### config.mk
export PLATFORM = sky130hd
export DESIGN_NAME = mpsc_module_flat
export DESIGN_NICKNAME = d
export VERILOG_FILES = /design/src/mpsc_pkg.sv /design/src/mpsc_if.sv /design/src/mpsc_module.sv /design/src/flat_wrapper.sv
export VERILOG_INCLUDE_DIRS = /design/src
export SDC_FILE = /design/constraint.sdc
export NUM_CORES = 1
export LEC_CHECK = 0
export BUFFER_PORTS_ARGS = -buffer_cell sky130_fd_sc_hd__buf_2
export CORE_MARGIN = 4
export CORE_UTILIZATION = 55
export DETAILED_ROUTE_END_ITERATION = 6
export GPL_TIMING_DRIVEN = 1
export PLACE_DENSITY = 0.77
export SETUP_SLACK_MARGIN = 0.15
export SYNTH_ARGS = -nofsm -noshare
export SYNTH_HDL_FRONTEND = slang
export SYNTH_SLANG_ARGS = --single-unit
### constraint.sdc
create_clock -name clk_i -period 6.5 [get_ports clk_i]
set_input_delay 0.65 -clock clk_i [delete_from_list [all_inputs] [get_ports clk_i]]
set_output_delay 0.65 -clock clk_i [all_outputs]
set_load 0.02 [all_outputs]
### src/mpsc_map.svh
// Timing constants and fixed values for the module power and sleep control link
`ifndef MPSC_MAP_SVH
`define MPSC_MAP_SVH
`define MPSC_CLK_MHZ          100
`define MPSC_ON_KEY_MS        500
`define MPSC_VBAT_STABLE_MS   300
`define MPSC_OFF_KEY_MS       800
`define MPSC_RST_MIN_MS       250
`define MPSC_RST_MAX_MS       600
`define MPSC_RST_PULSE_MS     400
`define MPSC_BOOT_MS          100
`define MPSC_CYC_PER_MS       (`MPSC_CLK_MHZ * 1000)
`define MPSC_FUN_MIN          8'h00
`define MPSC_FUN_FULL         8'h01
`define MPSC_FUN_AIR          8'h04
`endif

### src/mpsc_pkg.sv
// Types shared by both ends of the module power and sleep control link
package mpsc_pkg;
	typedef enum logic [2:0] {
		MPSC_CMD_NONE,
		MPSC_CMD_SLEEP_EN,
		MPSC_CMD_FUN,
		MPSC_CMD_POWER_DOWN,
		MPSC_CMD_AIR_CFG,
		MPSC_CMD_RADIO
	} mpsc_cmd_t;
	typedef enum logic [2:0] {
		MPSC_OP_NONE,
		MPSC_OP_POWER_ON,
		MPSC_OP_POWER_OFF,
		MPSC_OP_RESET,
		MPSC_OP_SLEEP_UART,
		MPSC_OP_SLEEP_USB,
		MPSC_OP_SLEEP_VBUS,
		MPSC_OP_WAKE
	} mpsc_op_t;
endpackage

### src/mpsc_if.sv
// Pin-level link between the cellular module and its host controller
`timescale 1ns/1ps
interface mpsc_if;
	logic power_key_line;
	logic reset_line_n;
	logic terminal_ready;
	logic usb_bus_power_detect;
	logic usb_suspend;
	logic usb_host_data;
	logic radio_disable_n;
	logic status;
	logic ring_ind;
	logic usb_remote_wake;
	modport dev (
		input  power_key_line,
		input  reset_line_n,
		input  terminal_ready,
		input  usb_bus_power_detect,
		input  usb_suspend,
		input  usb_host_data,
		input  radio_disable_n,
		output status,
		output ring_ind,
		output usb_remote_wake
	);
	modport host (
		output power_key_line,
		output reset_line_n,
		output terminal_ready,
		output usb_bus_power_detect,
		output usb_suspend,
		output usb_host_data,
		output radio_disable_n,
		input  status,
		input  ring_ind,
		input  usb_remote_wake
	);
endinterface

### src/mpsc_module.sv
// Module end: power key, reset, sleep, airplane and wake signalling
// How it works
// Sleep via UART: enable, raise terminal ready
// Terminal ready low wakes the module
// Pending report while asleep raises ring indicator
// USB sleep: enable, terminal ready high, suspend
// Pending report on suspended bus: remote wake
// Host data over USB ends sleep
// Without remote wake, host wakes on ring
// Bus power removed allows sleep; restored wakes
// Radio-disable pin low selects airplane mode
// Levels 0 minimum, 1 full, 4 airplane
// Airplane mode: radio off, radio commands refused
// Radio-disable pin ignored until configured
// On: key low 500 ms, until status high
// Supply stable 300 ms before key press
// Off: key low 800 ms, off on release
// Keep key high after power-down command
// Reset line low 250 to 600 ms reboots
// Reset line only as a fallback
// Supply never cut while running
// Power-down command equals key off sequence
// Host times pulses with its own counter
`timescale 1ns/1ps
`include "mpsc_map.svh"
module mpsc_module
	import mpsc_pkg::*;
#(
	parameter int unsigned ON_CYC   = `MPSC_ON_KEY_MS * `MPSC_CYC_PER_MS,
	parameter int unsigned OFF_CYC  = `MPSC_OFF_KEY_MS * `MPSC_CYC_PER_MS,
	parameter int unsigned RST_CYC  = `MPSC_RST_MIN_MS * `MPSC_CYC_PER_MS,
	parameter int unsigned BOOT_CYC = `MPSC_BOOT_MS * `MPSC_CYC_PER_MS
) (
	input  wire logic       clk_i,
	input  wire logic       rstn_i,
	mpsc_if.dev             pins,
	input  wire logic       cmd_valid_i,
	input  wire mpsc_cmd_t  cmd_i,
	input  wire logic [7:0] cmd_arg_i,
	input  wire logic       urc_pending_i,
	input  wire logic       host_rwake_cap_i,
	output logic            cmd_ok_o,
	output logic            cmd_err_o,
	output logic            powered_o,
	output logic            asleep_o,
	output logic            radio_on_o,
	output logic            sim_on_o,
	output logic            airplane_o
);
	typedef enum logic [1:0] {OFF, BOOT, ON, SHUTDOWN} mpsc_pwr_t;

	mpsc_pwr_t   pwr;
	logic [31:0] key_cnt;
	logic [31:0] rst_cnt;
	logic [31:0] boot_cnt;
	logic        key_long_on;
	logic        key_long_off;
	logic        key_armed;
	logic        sleep_en;
	logic        air_pin_en;
	logic [7:0]  fun;
	logic        asleep;
	logic        ring;
	logic        rwake;
	logic        vbus_q;

	wire key_low      = ~pins.power_key_line;
	wire rst_low      = ~pins.reset_line_n;
	wire rst_fire     = pins.reset_line_n && rst_cnt >= RST_CYC;
	wire is_on        = (pwr == ON);
	wire pin_air      = air_pin_en && !pins.radio_disable_n;
	wire air_mode     = is_on && (fun == `MPSC_FUN_AIR || pin_air);
	wire radio_ok     = is_on && fun == `MPSC_FUN_FULL && !pin_air;
	// Terminal ready alone allows sleep, so a serial-only host needs no bus steps
	wire sleep_ready  = pins.terminal_ready;
	// Bus power wakes only on its return; a steady powered bus must not
	wire vbus_back    = pins.usb_bus_power_detect && !vbus_q;
	wire wake_evt     = !pins.terminal_ready || pins.usb_host_data || vbus_back;
	wire cmd_take     = cmd_valid_i && is_on && !asleep;
	wire radio_refuse = cmd_i == MPSC_CMD_RADIO && !radio_ok;
	wire pd_cmd       = cmd_take && cmd_i == MPSC_CMD_POWER_DOWN;
	wire fun_legal    = cmd_arg_i == `MPSC_FUN_MIN || cmd_arg_i == `MPSC_FUN_FULL ||
		cmd_arg_i == `MPSC_FUN_AIR;

	// ----------------------------------------
	// Power key timing and reset pulse
	// ----------------------------------------
	always_ff @(posedge clk_i or negedge rstn_i) begin
		if (!rstn_i) begin
			key_cnt <= '0;
			rst_cnt <= '0;
		end else begin
			key_cnt <= key_low ? (key_cnt == 32'hFFFF_FFFF ? key_cnt : key_cnt + 32'h0000_0001) : '0;
			rst_cnt <= rst_low ? (rst_cnt == 32'hFFFF_FFFF ? rst_cnt : rst_cnt + 32'h0000_0001) : '0;
		end
	end
	assign key_long_on  = key_cnt >= ON_CYC;
	assign key_long_off = key_cnt >= OFF_CYC;

	// ----------------------------------------
	// Power state
	// ----------------------------------------
	always_ff @(posedge clk_i or negedge rstn_i) begin
		if (!rstn_i) begin
			pwr       <= OFF;
			boot_cnt  <= '0;
			key_armed <= 1'b0;
		end else if (rst_fire && pwr != OFF) begin
			pwr      <= BOOT;
			boot_cnt <= '0;
		end else begin
			unique case (pwr)
				OFF: begin
					// A press of ON_CYC re-powers the part; a key held low since a command shutdown keeps it in SHUTDOWN
					if (key_long_on) begin
						pwr      <= BOOT;
						boot_cnt <= '0;
					end
				end
				BOOT: begin
					boot_cnt <= boot_cnt + 32'h0000_0001;
					if (boot_cnt >= BOOT_CYC) begin
						pwr       <= ON;
						key_armed <= !key_low;
					end
				end
				ON: begin
					// The key that switched us on must be released before it counts again
					if (!key_low)
						key_armed <= 1'b1;
					if (pd_cmd)
						pwr <= SHUTDOWN;
					else if (key_armed && key_long_off)
						pwr <= SHUTDOWN;
				end
				SHUTDOWN: begin
					// Off only after the key is released
					if (!key_low)
						pwr <= OFF;
				end
			endcase
		end
	end

	// ----------------------------------------
	// Commands, functionality level, sleep
	// ----------------------------------------
	always_ff @(posedge clk_i or negedge rstn_i) begin
		if (!rstn_i) begin
			sleep_en   <= 1'b0;
			air_pin_en <= 1'b0;
			fun        <= `MPSC_FUN_FULL;
			cmd_ok_o   <= 1'b0;
			cmd_err_o  <= 1'b0;
		end else begin
			cmd_ok_o  <= 1'b0;
			cmd_err_o <= 1'b0;
			if (pwr != ON) begin
				sleep_en   <= 1'b0;
				air_pin_en <= 1'b0;
				fun        <= `MPSC_FUN_FULL;
			end else if (cmd_take) begin
				unique case (cmd_i)
					MPSC_CMD_SLEEP_EN: begin
						sleep_en <= cmd_arg_i[0];
						cmd_ok_o <= 1'b1;
					end
					MPSC_CMD_FUN: begin
						if (fun_legal)
							fun <= cmd_arg_i;
						cmd_ok_o  <= fun_legal;
						cmd_err_o <= !fun_legal;
					end
					MPSC_CMD_AIR_CFG: begin
						air_pin_en <= cmd_arg_i[0];
						cmd_ok_o   <= 1'b1;
					end
					MPSC_CMD_RADIO: begin
						cmd_ok_o  <= !radio_refuse;
						cmd_err_o <= radio_refuse;
					end
					default: begin
						cmd_ok_o <= 1'b1;
					end
				endcase
			end
		end
	end

	always_ff @(posedge clk_i or negedge rstn_i) begin
		if (!rstn_i) begin
			asleep <= 1'b0;
			ring   <= 1'b0;
			rwake  <= 1'b0;
			// Host idles with the bus powered, so no false return follows reset
			vbus_q <= 1'b1;
		end else begin
			vbus_q <= pins.usb_bus_power_detect;
			if (!is_on)
				asleep <= 1'b0;
			else if (asleep && wake_evt)
				asleep <= 1'b0;
			else if (sleep_en && sleep_ready)
				asleep <= 1'b1;
			// Ring while the module is asleep or the bus is suspended and a report waits
			ring  <= is_on && urc_pending_i && (asleep || pins.usb_suspend);
			rwake <= is_on && urc_pending_i && pins.usb_suspend && host_rwake_cap_i;
		end
	end

	// ----------------------------------------
	// Registered outputs
	// ----------------------------------------
	always_ff @(posedge clk_i or negedge rstn_i) begin
		if (!rstn_i) begin
			pins.status     <= 1'b0;
			pins.ring_ind   <= 1'b0;
			pins.usb_remote_wake <= 1'b0;
			powered_o  <= 1'b0;
			asleep_o   <= 1'b0;
			radio_on_o <= 1'b0;
			sim_on_o   <= 1'b0;
			airplane_o <= 1'b0;
		end else begin
			pins.status     <= is_on;
			pins.ring_ind   <= ring;
			pins.usb_remote_wake <= rwake;
			powered_o  <= pwr != OFF;
			asleep_o   <= asleep;
			radio_on_o <= radio_ok;
			sim_on_o   <= is_on && fun != `MPSC_FUN_MIN;
			airplane_o <= air_mode;
		end
	end
endmodule

### src/flat_wrapper.sv
// flat-port wrapper written by rule: the top's interface ports become plain ports
module mpsc_module_flat import mpsc_pkg::*;
#(
	parameter int unsigned ON_CYC   = `MPSC_ON_KEY_MS * `MPSC_CYC_PER_MS,
	parameter int unsigned OFF_CYC  = `MPSC_OFF_KEY_MS * `MPSC_CYC_PER_MS,
	parameter int unsigned RST_CYC  = `MPSC_RST_MIN_MS * `MPSC_CYC_PER_MS,
	parameter int unsigned BOOT_CYC = `MPSC_BOOT_MS * `MPSC_CYC_PER_MS
)
  (clk_i, rstn_i, cmd_valid_i, cmd_i, cmd_arg_i, urc_pending_i, host_rwake_cap_i, cmd_ok_o, cmd_err_o, powered_o, asleep_o, radio_on_o, sim_on_o, airplane_o, pins_power_key_line, pins_reset_line_n, pins_terminal_ready, pins_usb_bus_power_detect, pins_usb_suspend, pins_usb_host_data, pins_radio_disable_n, pins_status, pins_ring_ind, pins_usb_remote_wake);
  mpsc_if pins_i ();
  input  wire logic clk_i;
  input  wire logic rstn_i;
  input  wire logic cmd_valid_i;
  input  wire mpsc_cmd_t cmd_i;
  input  wire logic [7:0] cmd_arg_i;
  input  wire logic urc_pending_i;
  input  wire logic host_rwake_cap_i;
  output logic cmd_ok_o;
  output logic cmd_err_o;
  output logic powered_o;
  output logic asleep_o;
  output logic radio_on_o;
  output logic sim_on_o;
  output logic airplane_o;
  input wire logic [$bits(pins_i.power_key_line)-1:0] pins_power_key_line;
  input wire logic [$bits(pins_i.reset_line_n)-1:0] pins_reset_line_n;
  input wire logic [$bits(pins_i.terminal_ready)-1:0] pins_terminal_ready;
  input wire logic [$bits(pins_i.usb_bus_power_detect)-1:0] pins_usb_bus_power_detect;
  input wire logic [$bits(pins_i.usb_suspend)-1:0] pins_usb_suspend;
  input wire logic [$bits(pins_i.usb_host_data)-1:0] pins_usb_host_data;
  input wire logic [$bits(pins_i.radio_disable_n)-1:0] pins_radio_disable_n;
  output wire logic [$bits(pins_i.status)-1:0] pins_status;
  output wire logic [$bits(pins_i.ring_ind)-1:0] pins_ring_ind;
  output wire logic [$bits(pins_i.usb_remote_wake)-1:0] pins_usb_remote_wake;
  assign pins_i.power_key_line = pins_power_key_line;
  assign pins_i.reset_line_n = pins_reset_line_n;
  assign pins_i.terminal_ready = pins_terminal_ready;
  assign pins_i.usb_bus_power_detect = pins_usb_bus_power_detect;
  assign pins_i.usb_suspend = pins_usb_suspend;
  assign pins_i.usb_host_data = pins_usb_host_data;
  assign pins_i.radio_disable_n = pins_radio_disable_n;
  assign pins_status = pins_i.status;
  assign pins_ring_ind = pins_i.ring_ind;
  assign pins_usb_remote_wake = pins_i.usb_remote_wake;
  mpsc_module #(.ON_CYC(ON_CYC), .OFF_CYC(OFF_CYC), .RST_CYC(RST_CYC), .BOOT_CYC(BOOT_CYC)) u_core (.clk_i(clk_i), .rstn_i(rstn_i), .pins(pins_i), .cmd_valid_i(cmd_valid_i), .cmd_i(cmd_i), .cmd_arg_i(cmd_arg_i), .urc_pending_i(urc_pending_i), .host_rwake_cap_i(host_rwake_cap_i), .cmd_ok_o(cmd_ok_o), .cmd_err_o(cmd_err_o), .powered_o(powered_o), .asleep_o(asleep_o), .radio_on_o(radio_on_o), .sim_on_o(sim_on_o), .airplane_o(airplane_o));
endmodule
==> impl_metrics.toml <==
[clocking]
post-cts-setup-buffers = 0
post_cts_resize_count = 0
cts_buffers = 17
clk_latency_ps = 430
cts_tree = "yes"
cts_hold_buf = 0
clockRootBuffer = "clkbuf_16"
htree_levels = 4
clock-sinks = 123
clk_pin_slew_worst_paths_ps = 60
clockBufferDepth = 2

[synthesis]
synth_ff_type = "dfrtp_1"
synth_top_area_share = 0.439
syn-num-nets = 786
netlist_top_cells_area = "dfrtp_1 44%, nor2_1 4.8%, xnor2_1 4.2%, nand3_1 3.6%, nand2_1 3.0%"
synth_cell_types = 73
yosysSeqAreaShare = 0.447
synth-compound-area-share = 0.124
synthXorXnorAreaFrac = 0.0508
yosysMostFrequentCell = "dfrtp_1"
synth_cells = 753
synth_top_family_by_area = "simple AND/OR/NAND/NOR gates"
synth_top_area_cell = "dfrtp_1"
synth.top_cells.by_count = "121 x dfrtp_1, 89 x nor2_1, 56 x nand2_1, 50 x nand3_1"
syn_avg_cell_area_sq_um = 9.16
syn_area_sq_um = 6890
synth-adder-area-share = 0.0181
muxShareOfSynthArea = 0.0178
synth-async-reset-ratio = 1.00
yosys.area_share.simple = 0.306
synth-edff-count = 0
yosysWarningCount = 0
synth_seq_cells = 123

[power_and_ir_drop]
peakVddDrop_uv = 217
power_density_nw_per_um2 = 280
p_leak_nw = 3.20

[worst_setup_path]
crit_buf_inv = 1
crit_arrival_ps = 2970
worstRegToRegCells = 7
end_kind = "register"
timing.reg2reg.setup_slack_ps = 3830
cp_cell_sequence = "or4_4, nand4bb_1, o22ai_2, a221oi_2, buf_4, or2_1, a221o_2"
critical-path-top-delay-family = "simple AND/OR/NAND/NOR gates"
critPathKind = "reg -> reg"
r2r-start = "u_core.key_cnt[16]"
reg2reg_to = "u_core.boot_cnt[3]"
critPathRequiredTime_ps = 6810
start_kind = "register"
cpPeakStageDelay_ps = 570
crit_fanout = 28
cp_slowest_cell = "or4_4"

[place]
port-buffer-count = 32
hpwl_um = 10100
dpl-instance-area_sq_um = 7150
place_congestion = 0.852

[routing]
num_vias = 5946
drc_errors = 0
dr.first_iter.drc_count = 581
wire_per_inst_um = 16.4
drtPass1Iterations = 5
final_antenna_net_count = 0
finalWirelength_um = 15600
vias_per_cell = 6.24

[floorplanning]
core_area_sq_um = 12200
num_rows = 40
fp.dieH_um = 120
dieArea_sq_um = 14400
start_util = 0.567
pin_count = 33
die_w_um = 120

[sta]
setup_viol = 0
rsz0062_at_grt = "no"
slew_headroom = 0.416
worst_slew_pin_slew_ps = 876
finalSetupTns_ps = 0
fmax_mhz = 375
hold_viol = 0
slew_violations = 0
fin_crit_sh = 0.410
fin_crit_ps = 2670
finClkSkew_ps = 5.61
whs_ps = 254

[finish]
fin_nets = 805
fillerInstances = 992
multi_input_area_sq_um = 3580
seq_area_sq_um = 3080
drive_gt1_frac = 0.124
antennaDiodeCount = 0
fin_area_sq_um = 7730
area_growth_pct = 12.1
utilization = 0.635

[worst_hold_path]
holdCritPathClass = "in -> async"

[status]
status = "finished, final reports clean"

[global_routing]
grt_start_max_net_pins = 73
grt_overflow = 0
antenna_found_initial = 0
track_usage = 0.230
grt_pass1_wl_um = 27300
grt_pass1_vias = 5693

[job]
drv_cap = 0
==> flip-flops by register name, summed over array words and instances (netlist names), 2 cells and up <==
name and cells:
u_core.key_cnt 32, u_core.boot_cnt 32, u_core.rst_cnt 32, u_core.pwr 2
u_core.fun 8
==> area by class of cell <==
cell class                      instances  area share
Inverter                               20     0.00972
Clock buffer                           18      0.0568
Sequential cell                       123       0.399
Multi-Input combinational cell        572       0.463
Clock inverter                         14      0.0177
Timing Repair Buffer                   38      0.0269
Tap cell                              168      0.0272
==> routing by layer <==
| metal | track usage | part of all wire |
|---|---|---|
| met3 | 0.0467 | 0.055 |
| met5 | 0 | 0 |
| met2 | 0.371 | 0.48 |
| met4 | 0.0830 | 0.017 |
| met1 | 0.310 | 0.45 |
==> cell families (layout without fill, tap and decap cells) <==
group	after synthesis	in the layout
AND/OR/NAND/NOR	394	394
flip-flops	123	123
AO/OA/AOI/OAI	116	116
buffers and inverters	58	90
XOR/XNOR	40	40
multiplexers	12	12
adder cells (fa/ha/maj)	10	10
==> worst max-delay path by stage <==
stage                             from                   to  slack (ps)  depth (start not counted)
floorplan           u_core.key_cnt[11]  u_core.boot_cnt[10]        4200                          8
global placement    u_core.key_cnt[16]   u_core.boot_cnt[3]        3910                          7
detailed placement  u_core.key_cnt[16]   u_core.boot_cnt[3]        3850                          7
CTS                  u_core.rst_cnt[8]  u_core.boot_cnt[14]        3840                          7
global route         u_core.key_cnt[1]    u_core.key_cnt[4]        3680                          8
finish              u_core.key_cnt[16]   u_core.boot_cnt[3]        3830                          7
==> where the power goes <==
group	switching, mW	internal (mW)
combinational	0.283	0.124
clock	0.379	0.542
sequential	0.0294	0.804
==> layout by cell type, fill, tap and decap left out, drive strengths merged, types with 8 or more instances in the layout <==
| master | instances |
|---|---|
| and2 | 12 |
| or3 | 16 |
| o311ai | 8 |
| nand3 | 50 |
| buf | 38 |
| nor2 | 89 |
| and4 | 11 |
| ha | 10 |
| nor3b | 9 |
| and3 | 28 |
| nor4 | 20 |
| o211ai | 11 |
| xnor2 | 33 |
| dfrtp | 121 |
| a221o | 11 |
| nor3 | 35 |
| clkbuf | 18 |
| nand4 | 28 |
| inv | 26 |
| mux2i | 10 |
| a21oi | 17 |
| nand2 | 56 |
| o21ai | 34 |
| nor4b | 9 |
==> stage by stage <==
step	std cells	setup slack (ps)	power [mW]
2_1_floorplan	753	4200	1.14
3_3_place_gp	921	3910	1.23
3_5_place_dp	921	3850	1.25
4_1_cts	953	3840	2.17
5_1_grt	953	3680	2.26
6_report	953	3830	2.16
(Power assumes the default switching activity.)
